--- src/common/rrs_map.svh ---
`ifndef RRS_MAP_SVH
`define RRS_MAP_SVH

// Reset values of the working register and the status flags
`define RRS_WORK_RST  8'h00
`define RRS_FLAGS_RST 6'h00

// Width of the data path and the nibble boundary for the half borrow
`define RRS_DW        8
`define RRS_NIB_W     4

// Cycles from a taken operation to its results at the outputs
`define RRS_LATENCY   1

`endif

--- src/common/rrs_pkg.sv ---
`include "rrs_map.svh"

package rrs_pkg;

	// Operations carried out by the slice
	typedef enum logic [2:0]
	{
		RRS_ROTATE_RIGHT_MEM,
		RRS_ROTATE_RIGHT_TO_WORKING,
		RRS_ROTATE_RIGHT_THRU_CARRY_MEM,
		RRS_ROTATE_RIGHT_THRU_CARRY_TO_WORKING,
		RRS_SUBTRACT_BORROW_TO_WORKING,
		RRS_SUBTRACT_BORROW_TO_MEM
	} rrs_op_e;

	// Status flags, packed in this order
	typedef struct packed
	{
		logic sign_wrap_flag;
		logic signed_result_flag;
		logic chained_zero_flag;
		logic nibble_borrow_flag;
		logic zero_flag;
		logic carry_flag;
	} rrs_flags_s;

	// Memory write request towards the data memory
	typedef struct packed
	{
		logic                    wr;
		logic [`RRS_DW-1:0]      data;
	} rrs_mem_wr_s;

	// Result of one subtract with borrow
	typedef struct packed
	{
		logic [`RRS_DW-1:0]      diff;
		rrs_flags_s              flags;
	} rrs_sub_s;

endpackage

--- src/logic/rrs_alu.sv ---
`timescale 1ns/1ps
`include "rrs_map.svh"

// Behaviour
// - Memory rotate right, bit 0 up, flags kept
// - Rotate right into working register, memory kept
// - Memory rotate through carry, nine-bit ring
// - Rotate through carry into working, carry updated
// - Working minus memory minus inverted carry, to working
// - Same difference written back to memory
// - Carry cleared if negative, else set
// - Subtracts update all six flags, carry rotations only the carry
module rrs_alu
(
	input  wire logic                 core_clk_i,
	input  wire logic                 rstn_i,
	input  wire logic                 ce_i,
	input  wire logic                 op_valid_i,
	input  wire rrs_pkg::rrs_op_e     op_i,
	input  wire logic [`RRS_DW-1:0]   mem_rdata_i,
	input  wire logic                 work_load_i,
	input  wire logic [`RRS_DW-1:0]   work_data_i,
	input  wire logic                 flags_load_i,
	input  wire rrs_pkg::rrs_flags_s  flags_data_i,
	output rrs_pkg::rrs_mem_wr_s      mem_wr_o,
	output logic [`RRS_DW-1:0]        working_o,
	output rrs_pkg::rrs_flags_s       flags_o,
	output logic                      done_o
);

	// Right rotation with a chosen bit entering the top
	function automatic logic [`RRS_DW-1:0] rot_right(input logic [`RRS_DW-1:0] v,
		input logic top);
		rot_right = {top, v[`RRS_DW-1:1]};
	endfunction

	// Subtract with borrow; carry in is the inverted borrow
	function automatic rrs_pkg::rrs_sub_s sub_borrow(input logic [`RRS_DW-1:0] a,
		input logic [`RRS_DW-1:0] b, input rrs_pkg::rrs_flags_s f);
		logic [`RRS_DW:0]       full;
		logic [`RRS_NIB_W:0]    low;
		rrs_pkg::rrs_sub_s      r;
		full = {1'b0, a} - {1'b0, b} - {{`RRS_DW{1'b0}}, ~f.carry_flag};
		low  = {1'b0, a[`RRS_NIB_W-1:0]} - {1'b0, b[`RRS_NIB_W-1:0]}
			- {{`RRS_NIB_W{1'b0}}, ~f.carry_flag};
		r.diff                     = full[`RRS_DW-1:0];
		r.flags.carry_flag         = ~full[`RRS_DW];
		r.flags.zero_flag          = (full[`RRS_DW-1:0] == 8'h00);
		r.flags.nibble_borrow_flag = low[`RRS_NIB_W];
		r.flags.sign_wrap_flag     = (a[`RRS_DW-1] != b[`RRS_DW-1])
			&& (full[`RRS_DW-1] != a[`RRS_DW-1]);
		r.flags.signed_result_flag = r.flags.sign_wrap_flag ^ full[`RRS_DW-1];
		r.flags.chained_zero_flag  = r.flags.zero_flag & f.zero_flag;
		sub_borrow = r;
	endfunction

	logic                  take;
	logic [`RRS_DW-1:0]    rot_plain;
	logic [`RRS_DW-1:0]    rot_carry;
	rrs_pkg::rrs_sub_s     sub_res;

	// Operation is taken only with the clock enable high
	assign take      = ce_i && op_valid_i;
	assign rot_plain = rot_right(mem_rdata_i, mem_rdata_i[0]);
	assign rot_carry = rot_right(mem_rdata_i, flags_o.carry_flag);
	assign sub_res   = sub_borrow(working_o, mem_rdata_i, flags_o);

	// Memory write port; write strobe per memory result, held until the next clock-enabled edge
	always_ff @(posedge core_clk_i or negedge rstn_i)
	begin
		if (!rstn_i)
		begin
			mem_wr_o <= '0;
		end
		else if (ce_i)
		begin
			mem_wr_o.wr <= 1'b0;
			if (take)
			begin
				case (op_i)
					rrs_pkg::RRS_ROTATE_RIGHT_MEM:
					begin
						mem_wr_o.wr   <= 1'b1;
						mem_wr_o.data <= rot_plain;
					end
					rrs_pkg::RRS_ROTATE_RIGHT_THRU_CARRY_MEM:
					begin
						mem_wr_o.wr   <= 1'b1;
						mem_wr_o.data <= rot_carry;
					end
					rrs_pkg::RRS_SUBTRACT_BORROW_TO_MEM:
					begin
						mem_wr_o.wr   <= 1'b1;
						mem_wr_o.data <= sub_res.diff;
					end
					default:
					begin
						mem_wr_o.wr <= 1'b0; // Working-register ops leave memory alone
					end
				endcase
			end
		end
	end

	// Working register; an operation beats a plain load in the same cycle
	always_ff @(posedge core_clk_i or negedge rstn_i)
	begin
		if (!rstn_i)
		begin
			working_o <= `RRS_WORK_RST;
		end
		else if (ce_i)
		begin
			if (take)
			begin
				case (op_i)
					rrs_pkg::RRS_ROTATE_RIGHT_TO_WORKING:
						working_o <= rot_plain;
					rrs_pkg::RRS_ROTATE_RIGHT_THRU_CARRY_TO_WORKING:
						working_o <= rot_carry;
					rrs_pkg::RRS_SUBTRACT_BORROW_TO_WORKING:
						working_o <= sub_res.diff;
					default:
						working_o <= working_o;
				endcase
			end
			else if (work_load_i)
			begin
				working_o <= work_data_i;
			end
		end
	end

	// Status flags; plain rotations touch none of them
	always_ff @(posedge core_clk_i or negedge rstn_i)
	begin
		if (!rstn_i)
		begin
			flags_o <= `RRS_FLAGS_RST;
		end
		else if (ce_i)
		begin
			if (take)
			begin
				case (op_i)
					rrs_pkg::RRS_ROTATE_RIGHT_THRU_CARRY_MEM,
					rrs_pkg::RRS_ROTATE_RIGHT_THRU_CARRY_TO_WORKING:
						flags_o.carry_flag <= mem_rdata_i[0];
					rrs_pkg::RRS_SUBTRACT_BORROW_TO_WORKING,
					rrs_pkg::RRS_SUBTRACT_BORROW_TO_MEM:
						flags_o <= sub_res.flags;
					default:
						flags_o <= flags_o;
				endcase
			end
			else if (flags_load_i)
			begin
				flags_o <= flags_data_i;
			end
		end
	end

	// Completion pulse, one cycle after the operation is taken
	always_ff @(posedge core_clk_i or negedge rstn_i)
	begin
		if (!rstn_i)
		begin
			done_o <= 1'b0;
		end
		else if (ce_i)
		begin
			done_o <= op_valid_i;
		end
	end

	// Checks next to the logic they guard
	plain_rot_mem_a: assert property (@(posedge core_clk_i) disable iff (!rstn_i)
		take && op_i == rrs_pkg::RRS_ROTATE_RIGHT_MEM |=> mem_wr_o.wr
		&& mem_wr_o.data == {$past(mem_rdata_i[0]), $past(mem_rdata_i[7:1])}
		&& flags_o == $past(flags_o))
		else $error("plain memory rotate wrong");

	plain_rot_work_a: assert property (@(posedge core_clk_i) disable iff (!rstn_i)
		take && op_i == rrs_pkg::RRS_ROTATE_RIGHT_TO_WORKING |=> !mem_wr_o.wr
		&& working_o == {$past(mem_rdata_i[0]), $past(mem_rdata_i[7:1])}
		&& $stable(flags_o))
		else $error("plain rotate to working wrong");

	carry_rot_mem_a: assert property (@(posedge core_clk_i) disable iff (!rstn_i)
		take && op_i == rrs_pkg::RRS_ROTATE_RIGHT_THRU_CARRY_MEM |=> mem_wr_o.wr
		&& mem_wr_o.data == {$past(flags_o.carry_flag), $past(mem_rdata_i[7:1])}
		&& flags_o.carry_flag == $past(mem_rdata_i[0]))
		else $error("carry memory rotate wrong");

	carry_rot_work_a: assert property (@(posedge core_clk_i) disable iff (!rstn_i)
		take && op_i == rrs_pkg::RRS_ROTATE_RIGHT_THRU_CARRY_TO_WORKING |=> !mem_wr_o.wr
		&& working_o == {$past(flags_o.carry_flag), $past(mem_rdata_i[7:1])}
		&& flags_o.carry_flag == $past(mem_rdata_i[0]))
		else $error("carry rotate to working wrong");

	sub_work_a: assert property (@(posedge core_clk_i) disable iff (!rstn_i)
		take && op_i == rrs_pkg::RRS_SUBTRACT_BORROW_TO_WORKING |=> !mem_wr_o.wr
		&& working_o == 8'($past(working_o) - $past(mem_rdata_i)
		- 8'(!$past(flags_o.carry_flag))))
		else $error("subtract to working wrong");

	sub_mem_a: assert property (@(posedge core_clk_i) disable iff (!rstn_i)
		take && op_i == rrs_pkg::RRS_SUBTRACT_BORROW_TO_MEM |=> mem_wr_o.wr
		&& $stable(working_o) && mem_wr_o.data == 8'($past(working_o)
		- $past(mem_rdata_i) - 8'(!$past(flags_o.carry_flag))))
		else $error("subtract to memory wrong");

	sub_carry_a: assert property (@(posedge core_clk_i) disable iff (!rstn_i)
		take && (op_i == rrs_pkg::RRS_SUBTRACT_BORROW_TO_WORKING
		|| op_i == rrs_pkg::RRS_SUBTRACT_BORROW_TO_MEM) |=> flags_o.carry_flag ==
		({1'b0, $past(working_o)} >= {1'b0, $past(mem_rdata_i)}
		+ 9'(!$past(flags_o.carry_flag))))
		else $error("subtract carry wrong");

	sub_zero_a: assert property (@(posedge core_clk_i) disable iff (!rstn_i)
		take && op_i == rrs_pkg::RRS_SUBTRACT_BORROW_TO_WORKING
		|=> flags_o.zero_flag == (working_o == 8'h00)
		&& flags_o.signed_result_flag == (flags_o.sign_wrap_flag ^ working_o[7]))
		else $error("subtract flags wrong");

	done_pulse_a: assert property (@(posedge core_clk_i) disable iff (!rstn_i)
		take ##1 ce_i |-> done_o)
		else $error("done pulse missing");

endmodule

--- config.mk ---
export PLATFORM = sky130hd
export DESIGN_NAME = rrs_alu
export DESIGN_NICKNAME = d
export VERILOG_FILES = /design/src/common/rrs_pkg.sv /design/src/logic/rrs_alu.sv
export VERILOG_INCLUDE_DIRS = /design/src /design/src/common
export SDC_FILE = /design/constraint.sdc
export NUM_CORES = 1
export LEC_CHECK = 0
export ABC_AREA = 1
export BUFFER_PORTS_ARGS = -buffer_cell sky130_fd_sc_hd__clkbuf_2
export CAP_MARGIN = 20
export CORE_MARGIN = 2
export CORE_UTILIZATION = 30
export CTS_BUF_LIST = sky130_fd_sc_hd__clkbuf_4 sky130_fd_sc_hd__clkbuf_8 sky130_fd_sc_hd__clkbuf_16
export DETAILED_ROUTE_END_ITERATION = 6
export PLACE_DENSITY = 0.62
export SLEW_MARGIN = 20
export SYNTH_ARGS = -nofsm -noshare
export SYNTH_HDL_FRONTEND = slang
export SYNTH_SLANG_ARGS = --single-unit
--- constraint.sdc ---
create_clock -name core_clk_i -period 5.1 [get_ports core_clk_i]
set_input_delay 1.02 -clock core_clk_i [delete_from_list [all_inputs] [get_ports core_clk_i]]
set_output_delay 1.02 -clock core_clk_i [all_outputs]
set_load 0.02 [all_outputs]
==> results of run 1 <==
## registers in the layout (all words and copies together), names as in the netlist
name	count
flags_o	6
working_o	8
mem_wr_o	9
done_o	1
## cell usage in the layout, fill, tap and decap left out, drive strengths merged
master,n
clkbuf,58
a22oi,2
fa,2
a211oi,1
inv,45
dfrtp,24
xnor2,1
nor3,2
clkinv,1
nand4,2
o211ai,6
a21oi,30
ha,14
nand3,10
a31oi,5
o21ai,19
nand3b,4
nor2,24
nand2,65
o21a,4
xor2,2
## cell type report
| class | count | area (µm²) |
|---|---|---|
| fill | 685 | 3950 |
| multi-input combinational | 193 | 1090 |
| sequential | 24 | 601 |
| timing repair buffer | 54 | 270 |
| inverter | 46 | 176 |
| tap | 77 | 96.3 |
| clock buffer | 4 | 55.1 |
## per-stage QoR
step / utilization, % / cell area, µm²
2_1_floorplan: - / 1910
3_3_place_gp: 35.8 / 2230
3_5_place_dp: 35.8 / 2230
4_1_cts: 36.6 / 2290
5_1_grt: 36.6 / 2290
6_report: 36.6 / 2290
## where the power goes
part / leakage (nW) / internal, mW / switching, mW
Clock: 0.0288 / 0.0690 / 0.0603
Sequential: 0.278 / 0.225 / 0.0258
Combinational: 0.909 / 0.133 / 0.259
Total: 1.22 / 0.427 / 0.345
## final timing paths
| kind | start | to | slack (ps) |
|---|---|---|---|
| min reg2reg | done_o | done_o | 480 |
| max reg2reg | working_o[0] | working_o[7] | 2660 |
| min in group asynchronous | rstn_i | flags_o[5] | 750 |
| max in group asynchronous | rstn_i | working_o[1] | 3960 |
| max | mem_rdata_i[0] | working_o[7] | 2190 |
| min | done_o | done_o | 480 |
## metal layers
metal / vias to the layer above / global-route usage, % / routed length [µm]
met5: - / 0 / 0
met4: 0 / 3.96 / 98
met3: 8 / 4.06 / 309
met2: 67 / 24.9 / 2380
met1: 857 / 22.2 / 2550
li1: 979 / - / -
## logic make-up after synthesis
logic type / after synthesis
compound gates: 67
simple gates: 107
xor+xnor: 3
fa+ha+maj: 16
buf+inv: 52
flops: 24
## worst max-delay path: cells and delay by family
family | cells | cell delay (ps)
compound gates | 3 | 560
fa+ha+maj | 2 | 750
buf+inv | 2 | 190
simple gates | 6 | 590
==> flow_summary.ini, run 1 <==
[outcome]
status = complete, no violations

[yosys]
synth_top_family_by_area = simple AND/OR/NAND/NOR gates
yosysSeqAreaShare_pct = 31.5
yosys.area_share.simple_pct = 24.2
synthXorXnorAreaFrac_pct = 1.38
synth_fa_ha_area_share_pct = 11.3
synth.distinct_cells = 32
synthTopCellsByArea = dfrtp_1 31%, nand2_1 13%, ha_1 9.2%, inv_1 8.1%, a21oi_1 7.6%
syn_area_mm2 = 0.00191
synth.area.mux_share_pct = 0
synth_top_area_share_pct = 31.5
synth_most_common_cell = nand2_1
synthTopCellsByCount = 64 x nand2_1, 41 x inv_1, 29 x a21oi_1
synth_top_area_cell = dfrtp_1
synthCells = 269
synth-seq-cells = 24
syn_area_per_cell_um2 = 7.09
ys_async_sr_fraction_pct = 100
yosys_warnings = 0
synth_compound_area_share_pct = 20.2
syn-num-nets = 316
synth-edff-count = 0
ys.flop_type = dfrtp_1

[sta]
finalWorstSetupSlack_ps = 2190
hold_slack_ps = 477
setup_tns_ps = 0
drv_slew = 0
hold_viol = 0
fin_skew_ps = 2.74
timing.fmax_ghz = 0.344
worst_pin_slew_ps = 703
period_share_pct = 57.1
relSlewSlack_pct = 53.0
rsz0062_at_grt = no
setup_viol = 0
final.min_clock_period_ps = 2910

[placement]
port_buffers = 54
place_congestion = 1.00
dpl.cell_count = 394
hpwl_mm = 4.49
dp_worst_setup_slack_ps = 1920

[global_route]
grt_pass1_wl_mm = 9.14
antenna_found_initial = 0
grt_max_degree = 25
grt_pass1_vias = 1905
grt-ovfl-total = 0
grt_usage_pct = 16.0

[floorplanning]
die_area_mm2 = 0.00701
die_h_um = 83.8
start_util_pct = 30.6
io_pins = 55
rows = 29
die_x_um = 83.8
core-area_mm2 = 0.00624

[worst_hold_path]
whs_path_depth = 2
hp-class = flop to flop

[routing]
viasPerCell = 4.80
drc = 0
first_pass_iters = 4
ant_nets = 0
routedWlPerCell_um = 13.4
num_vias = 1911
drt_wl_total_mm = 5.33
drt_iter0_markers = 76

[job]
cap_viol_max_count = 0

[critical_path]
crit_path_frequent_cell = nand2_1
end_kind = flop
slowest_delay_ps = 590
worstPathCellList = clkbuf_2, fa_1, inv_1, ha_1, o21ai_0, nand2_1, nand2_1, nand2_1, nand2_1, nand2_1, o21ai_1, o211ai_1, nand2_1
crit_required_ps = 5310
criticalPathCategory = primary input to flop
start_kind = primary input
cp.arrival_ps = 3120
slowest_stage = fa_1
r2r_cells = 13
path_max_fanout = 6

[cts]
cts_buffers = 3
cts_hold_buf = 0
root_buffer = clkbuf_8
cts_buffer_depth = 2
clk_latency_ps = 270
numClockSinks = 24
clkTransAtPathRegs_ps = 80
htreeDepth = 1
ctsResizeCount = 0
post-cts-setup-buffer-count = 0
cts_tree = built

[power]
ir_drop_uv = 109
p_leak_nw = 1.22
powerDensity_mw_per_mm2 = 338
power_uw = 773

[layout]
fin_nets = 369
drive_gt1_share_pct = 21.5
diodes = 0
syn2layout_area_growth_pct = 19.9
stdcell_count = 398
No activity file was read; power rests on OpenSTA's default activity.
==> inputs of run 2 (changes only) <==
==> constraint.sdc (replaced) <==
create_clock -name core_clk_i -period 2.7 [get_ports core_clk_i]
set_input_delay 0.54 -clock core_clk_i [delete_from_list [all_inputs] [get_ports core_clk_i]]
set_output_delay 0.54 -clock core_clk_i [all_outputs]
set_load 0.02 [all_outputs]
==> run 2 against run 1 <==
Sequential power increased by 88%. First-iteration DRC count grew 20%. Clock power rose by 98%. Core utilization increased by 0.36 points. Die area did not move. Sequential cell count unchanged. Final cell count grew 0.75%. Non-clock buffer count up 3. Count of clock-buffer cells in the layout unchanged. Design area grew 0.99%. Clock skew is 2.9 ps higher.
==> flow_summary.ini, run 2 (synthesis results as in run 1) <==
[critical_path]
r2r_start = working_o[0]
crit_required_ps = 2900
endpoint = flags_o[4]
crit_start = working_o[0]
start_kind = flop
path_max_fanout = 6
end_kind = flop
cp.arrival_ps = 2510
criticalPathCategory = flop to flop
r2r_slack_ps = 390
r2r_cells = 13
r2r_end = flags_o[4]

[floorplanning]
rows = 29
die_x_um = 83.8
die_area_mm2 = 0.00701
die_h_um = 83.8
io_pins = 55
core-area_mm2 = 0.00624
start_util_pct = 30.6

[layout]
top_register = mem_wr_o
design_area_mm2 = 0.00231
mostFrequentLayoutCell = nand2_1
utilization_pct = 37.0
drive_gt1_share_pct = 22.2
syn2layout_area_growth_pct = 21.0
largest_reg_flops = 9
top_regs = mem_wr_o (9), working_o (8), flags_o (6)
final_cell_mix = 64 x nand2_1, 54 x clkbuf_2, 41 x inv_1
fin_nets = 372
diodes = 0

[cts]
cts_tree = built
ctsResizeCount = 0
clkTransAtPathRegs_ps = 90
root_buffer = clkbuf_8
htreeDepth = 1
clk_latency_ps = 280
cts_hold_buf = 0
numClockSinks = 24
cts_buffer_depth = 2
cts_buffers = 3
post-cts-setup-buffer-count = 0

[sta]
hold_viol = 0
timing.fmax_ghz = 0.434
final.min_clock_period_ps = 2310
setup_viol = 0
drv_slew = 0
setup_tns_ps = 0
worst_pin_slew_ps = 608
period_share_pct = 85.4
fin_skew_ps = 5.66
relSlewSlack_pct = 59.4
rsz0062_at_grt = no

[placement]
placed_area_mm2 = 0.00225
place_congestion = 0.948
port_buffers = 54
hpwl_mm = 4.34

[global_route]
grt_pass1_wl_mm = 8.90
grt_max_degree = 25
grt_usage_pct = 15.6
antenna_found_initial = 0
grt_pass1_vias = 1910
grt-ovfl-total = 0

[routing]
drt_wl_total_mm = 5.25
ant_nets = 0
num_vias = 1934
drt_iter0_markers = 91
routedWlPerCell_um = 13.1
viasPerCell = 4.82
drc = 0
first_pass_iters = 4

[power]
ir_drop_uv = 212
powerDensity_mw_per_mm2 = 640
p_leak_nw = 1.23
power_mw = 1.48

[job]
cap_viol_max_count = 0

[worst_hold_path]
hp-class = primary input to async pin

[outcome]
status = complete, no violations
## run 2: cell count changes in the layout (fill, tap and decap cells not counted)
cell	previous run	this run
buf_4	0	3
## run 2: worst max-delay path: stages (launching register included)
cell	delay, ps
dfrtp_1	390
inv_1	70
fa_1	530
inv_1	50
ha_1	160
o21ai_0	210
nand2_1	120
nand2_1	100
nand2_1	50
nand2_1	60
nand2_1	140
inv_1	110
nand3_1	80
a21oi_1	150
## run 2: worst min-delay path by stage
stage,to,slack [ps],depth (start not counted)
floorplan,done_o,240,0
detailed placement,done_o,470,2
CTS,mem_wr_o[1],270,1
finish,mem_wr_o[1],250,1
global route,mem_wr_o[1],300,1
global placement,done_o,460,2
## run 2: power breakdown
part	total (mW)	switching (mW)	internal, mW	leakage [nW]
combinational	0.750	0.489	0.260	0.922
clock	0.256	0.126	0.131	0.0288
sequential	0.472	0.0461	0.426	0.278
total	1.48	0.661	0.817	1.23
## run 2: through the flow
stage                     std cells  hold slack, ps  setup WS (ps)
after floorplan                 269             244            492
after detailed placement        397             469            162
after global placement          397             460            198
final                           401             254            394
after global routing            401             296            146
after CTS                       401             273            390
## run 2: metal layers
metal / GRT usage (%) / vias to the layer above / part of all wire, %
met3: 2.37 / 9 / 5.8
met5: 0 / - / 0
met1: 21.5 / 878 / 48
met4: 5.57 / 0 / 2.4
li1: - / 989 / -
met2: 24.7 / 58 / 44
## run 2: area by class of cell
cell class | instances | area (µm²)
fill | 708 | 3930
tap | 77 | 96.3
multi-input combinational | 193 | 1090
inverter | 46 | 176
sequential | 24 | 601
clock buffer | 4 | 55.1
timing repair buffer | 57 | 293
==> inputs of run 3 (changes only) <==
--- a/config.mk
+++ b/config.mk
@@ -6,7 +6,7 @@
 export SDC_FILE = /design/constraint.sdc
 export NUM_CORES = 1
 export LEC_CHECK = 0
-export ABC_AREA = 1
+export ABC_AREA = 0
 export BUFFER_PORTS_ARGS = -buffer_cell sky130_fd_sc_hd__clkbuf_2
 export CAP_MARGIN = 20
 export CORE_MARGIN = 2
==> run 3 against run 2 <==
Non-clock buffer count increased by 3. Setup slack worse by 160 ps. Via count decreased by 5.7%. Sequential power increased by 3%.
==> flow_summary.ini, run 3 <==
[cts]
cts_tree = built
post-cts-setup-buffer-count = 0
numClockSinks = 24
cts_buffer_depth = 2
clkTransAtPathRegs_ps = 90
cts_hold_buf = 0
cts_buffers = 3
htreeDepth = 1
root_buffer = clkbuf_8
clk_latency_ps = 280
ctsResizeCount = 0

[yosys]
synth_top_area_share_pct = 30.6
ys.flop_type = dfrtp_1
synthCells = 234
synth_top_area_cell = dfrtp_1
syn_area_mm2 = 0.00196
syn_area_per_cell_um2 = 8.39
yosys_warnings = 0
synthTopCellsByCount = 27 x inv_1, 24 x dfrtp_1, 22 x nand2_1
ys_async_sr_fraction_pct = 100
synth.distinct_cells = 50
yosysSeqAreaShare_pct = 30.6
syn-num-nets = 281
synth-seq-cells = 24
synth-edff-count = 0
synth_most_common_cell = inv_1
synthTopCellsByArea = dfrtp_1 31%, ha_1 8.9%, inv_1 5.2%, a21oi_1 4.6%, nand2_1 4.2%

[sta]
finalWorstSetupSlack_ps = 235
final.min_clock_period_ps = 2460
timing.fmax_ghz = 0.406
rsz0062_at_grt = no
relSlewSlack_pct = 55.7
drv_slew = 0
setup_tns_ps = 0
setup_viol = 0
hold_slack_ps = 267
fin_skew_ps = 4.92
period_share_pct = 91.3
hold_viol = 0
worst_pin_slew_ps = 662

[floorplanning]
die_x_um = 84.9
io_pins = 55
start_util_pct = 30.9
core-area_mm2 = 0.00635
die_area_mm2 = 0.00721
rows = 29
die_h_um = 84.9

[placement]
placed_area_mm2 = 0.00232
port_buffers = 54
dpl.cell_count = 360
dp_worst_setup_slack_ps = -5.25
hpwl_mm = 4.34
place_congestion = 0.864

[layout]
ff_latch_area_um2 = 601
utilization_pct = 37.2
largest_reg_flops = 9
top_register = mem_wr_o
final_cell_mix = 54 x clkbuf_2, 27 x inv_1, 24 x dfrtp_1
nFillCells = 701
design_area_mm2 = 0.00236
top_regs = mem_wr_o (9), working_o (8), flags_o (6)
stdcell_count = 363
syn2layout_area_growth_pct = 20.4
mostFrequentLayoutCell = clkbuf_2
drive_gt1_share_pct = 24.8
multi_input_area_mm2 = 0.00121
fin_nets = 335
diodes = 0

[routing]
viasPerCell = 5.02
drt_iter0_markers = 65
first_pass_iters = 4
num_vias = 1823
ant_nets = 0
routedWlPerCell_um = 15.0
drc = 0
drt_wl_total_mm = 5.46

[critical_path]
crit_required_ps = 2910
criticalPathCategory = flop to flop
r2r_slack_ps = 240
r2r_cells = 9
end_kind = flop
path_max_fanout = 4
r2r_end = flags_o[3]
cp.arrival_ps = 2680
r2r_start = flags_o[0]
start_kind = flop

[global_route]
grt-ovfl-total = 0
grt_usage_pct = 16.5
grt_pass1_vias = 1864
grt_max_degree = 25
grt_pass1_wl_mm = 9.39
antenna_found_initial = 0

[power]
power.share.clock_pct = 13.8
ir_drop_uv = 283
intPower_uw = 902
power_frac_seq_pct = 30.3
switchingPower_uw = 701
pwr-share-comb_pct = 55.9
power_mw = 1.60
powerDensity_mw_per_mm2 = 678
p_leak_nw = 1.16
p_sw_share_pct = 43.7

[outcome]
status = complete, no violations

[job]
cap_viol_max_count = 0

[worst_hold_path]
hp-class = primary input to async pin
## run 3: changes by cell type after synthesis, moves of 5 or more
cell      change
nand2_1      -42
inv_1        -14
a21oi_1      -11
mux2i_1       +6
buf_2         +5
nand2b_1      +5
nand3_1       -5
xnor2_1       +5
## run 3: cells by family (layout without fill, tap and decap cells)
logic type / count (synthesis) / after routing / synth area share, %
buffers and inverters: 38 / 90 / 7.83
multiplexers: 9 / 9 / 4.78
flip-flops: 24 / 24 / 30.6
XOR/XNOR: 9 / 9 / 4.71
AND/OR/NAND/NOR: 72 / 72 / 18.9
adder cells (fa/ha/maj): 16 / 16 / 11.0
AO/OA/AOI/OAI: 66 / 66 / 22.3
## run 3: worst max-delay path, stage by stage, from the launching register on
cell and delay, ps:
dfrtp_1 400, inv_1 70, fa_1 520, inv_1 50, ha_1 180, o211ai_1 150, o211ai_1 130, a211o_1 330
a2111o_1 430, o21ai_1 130
## run 3: worst max-delay path by stage
stage	slack, ps	end	cells after the start	start
finish	240	flags_o[3]	9	flags_o[0]
global route	40	flags_o[0]	9	working_o[0]
CTS	210	flags_o[0]	9	flags_o[0]
detailed placement	-5	flags_o[3]	9	mem_rdata_i[0]
global placement	10	flags_o[3]	9	mem_rdata_i[0]
floorplan	180	flags_o[3]	8	mem_rdata_i[0]
## run 3: routing by layer
layer	global-route usage, %	up-vias	wire length [µm]
met5	0	-	0
met4	4.62	0	76
li1	-	932	-
met2	26.0	43	2510
met3	2.24	7	198
met1	23.8	841	2680
## run 3: final cells by class
class | count | area share, %
Timing Repair Buffer | 60 | 13.3
Sequential cell | 24 | 25.4
Clock buffer | 3 | 1.75
Tap cell | 77 | 4.07
Inverter | 27 | 4.29
Multi-Input combinational cell | 172 | 51.2
## run 3: power by group through the flow
stage	Combinational, mW	Clock (mW)	Sequential, mW
after floorplan	0.522	0	0.579
after CTS	0.897	0.235	0.488
after global placement	0.883	0	0.492
final	0.896	0.222	0.486
after detailed placement	0.890	0	0.495
after global routing	1.01	0.250	0.498
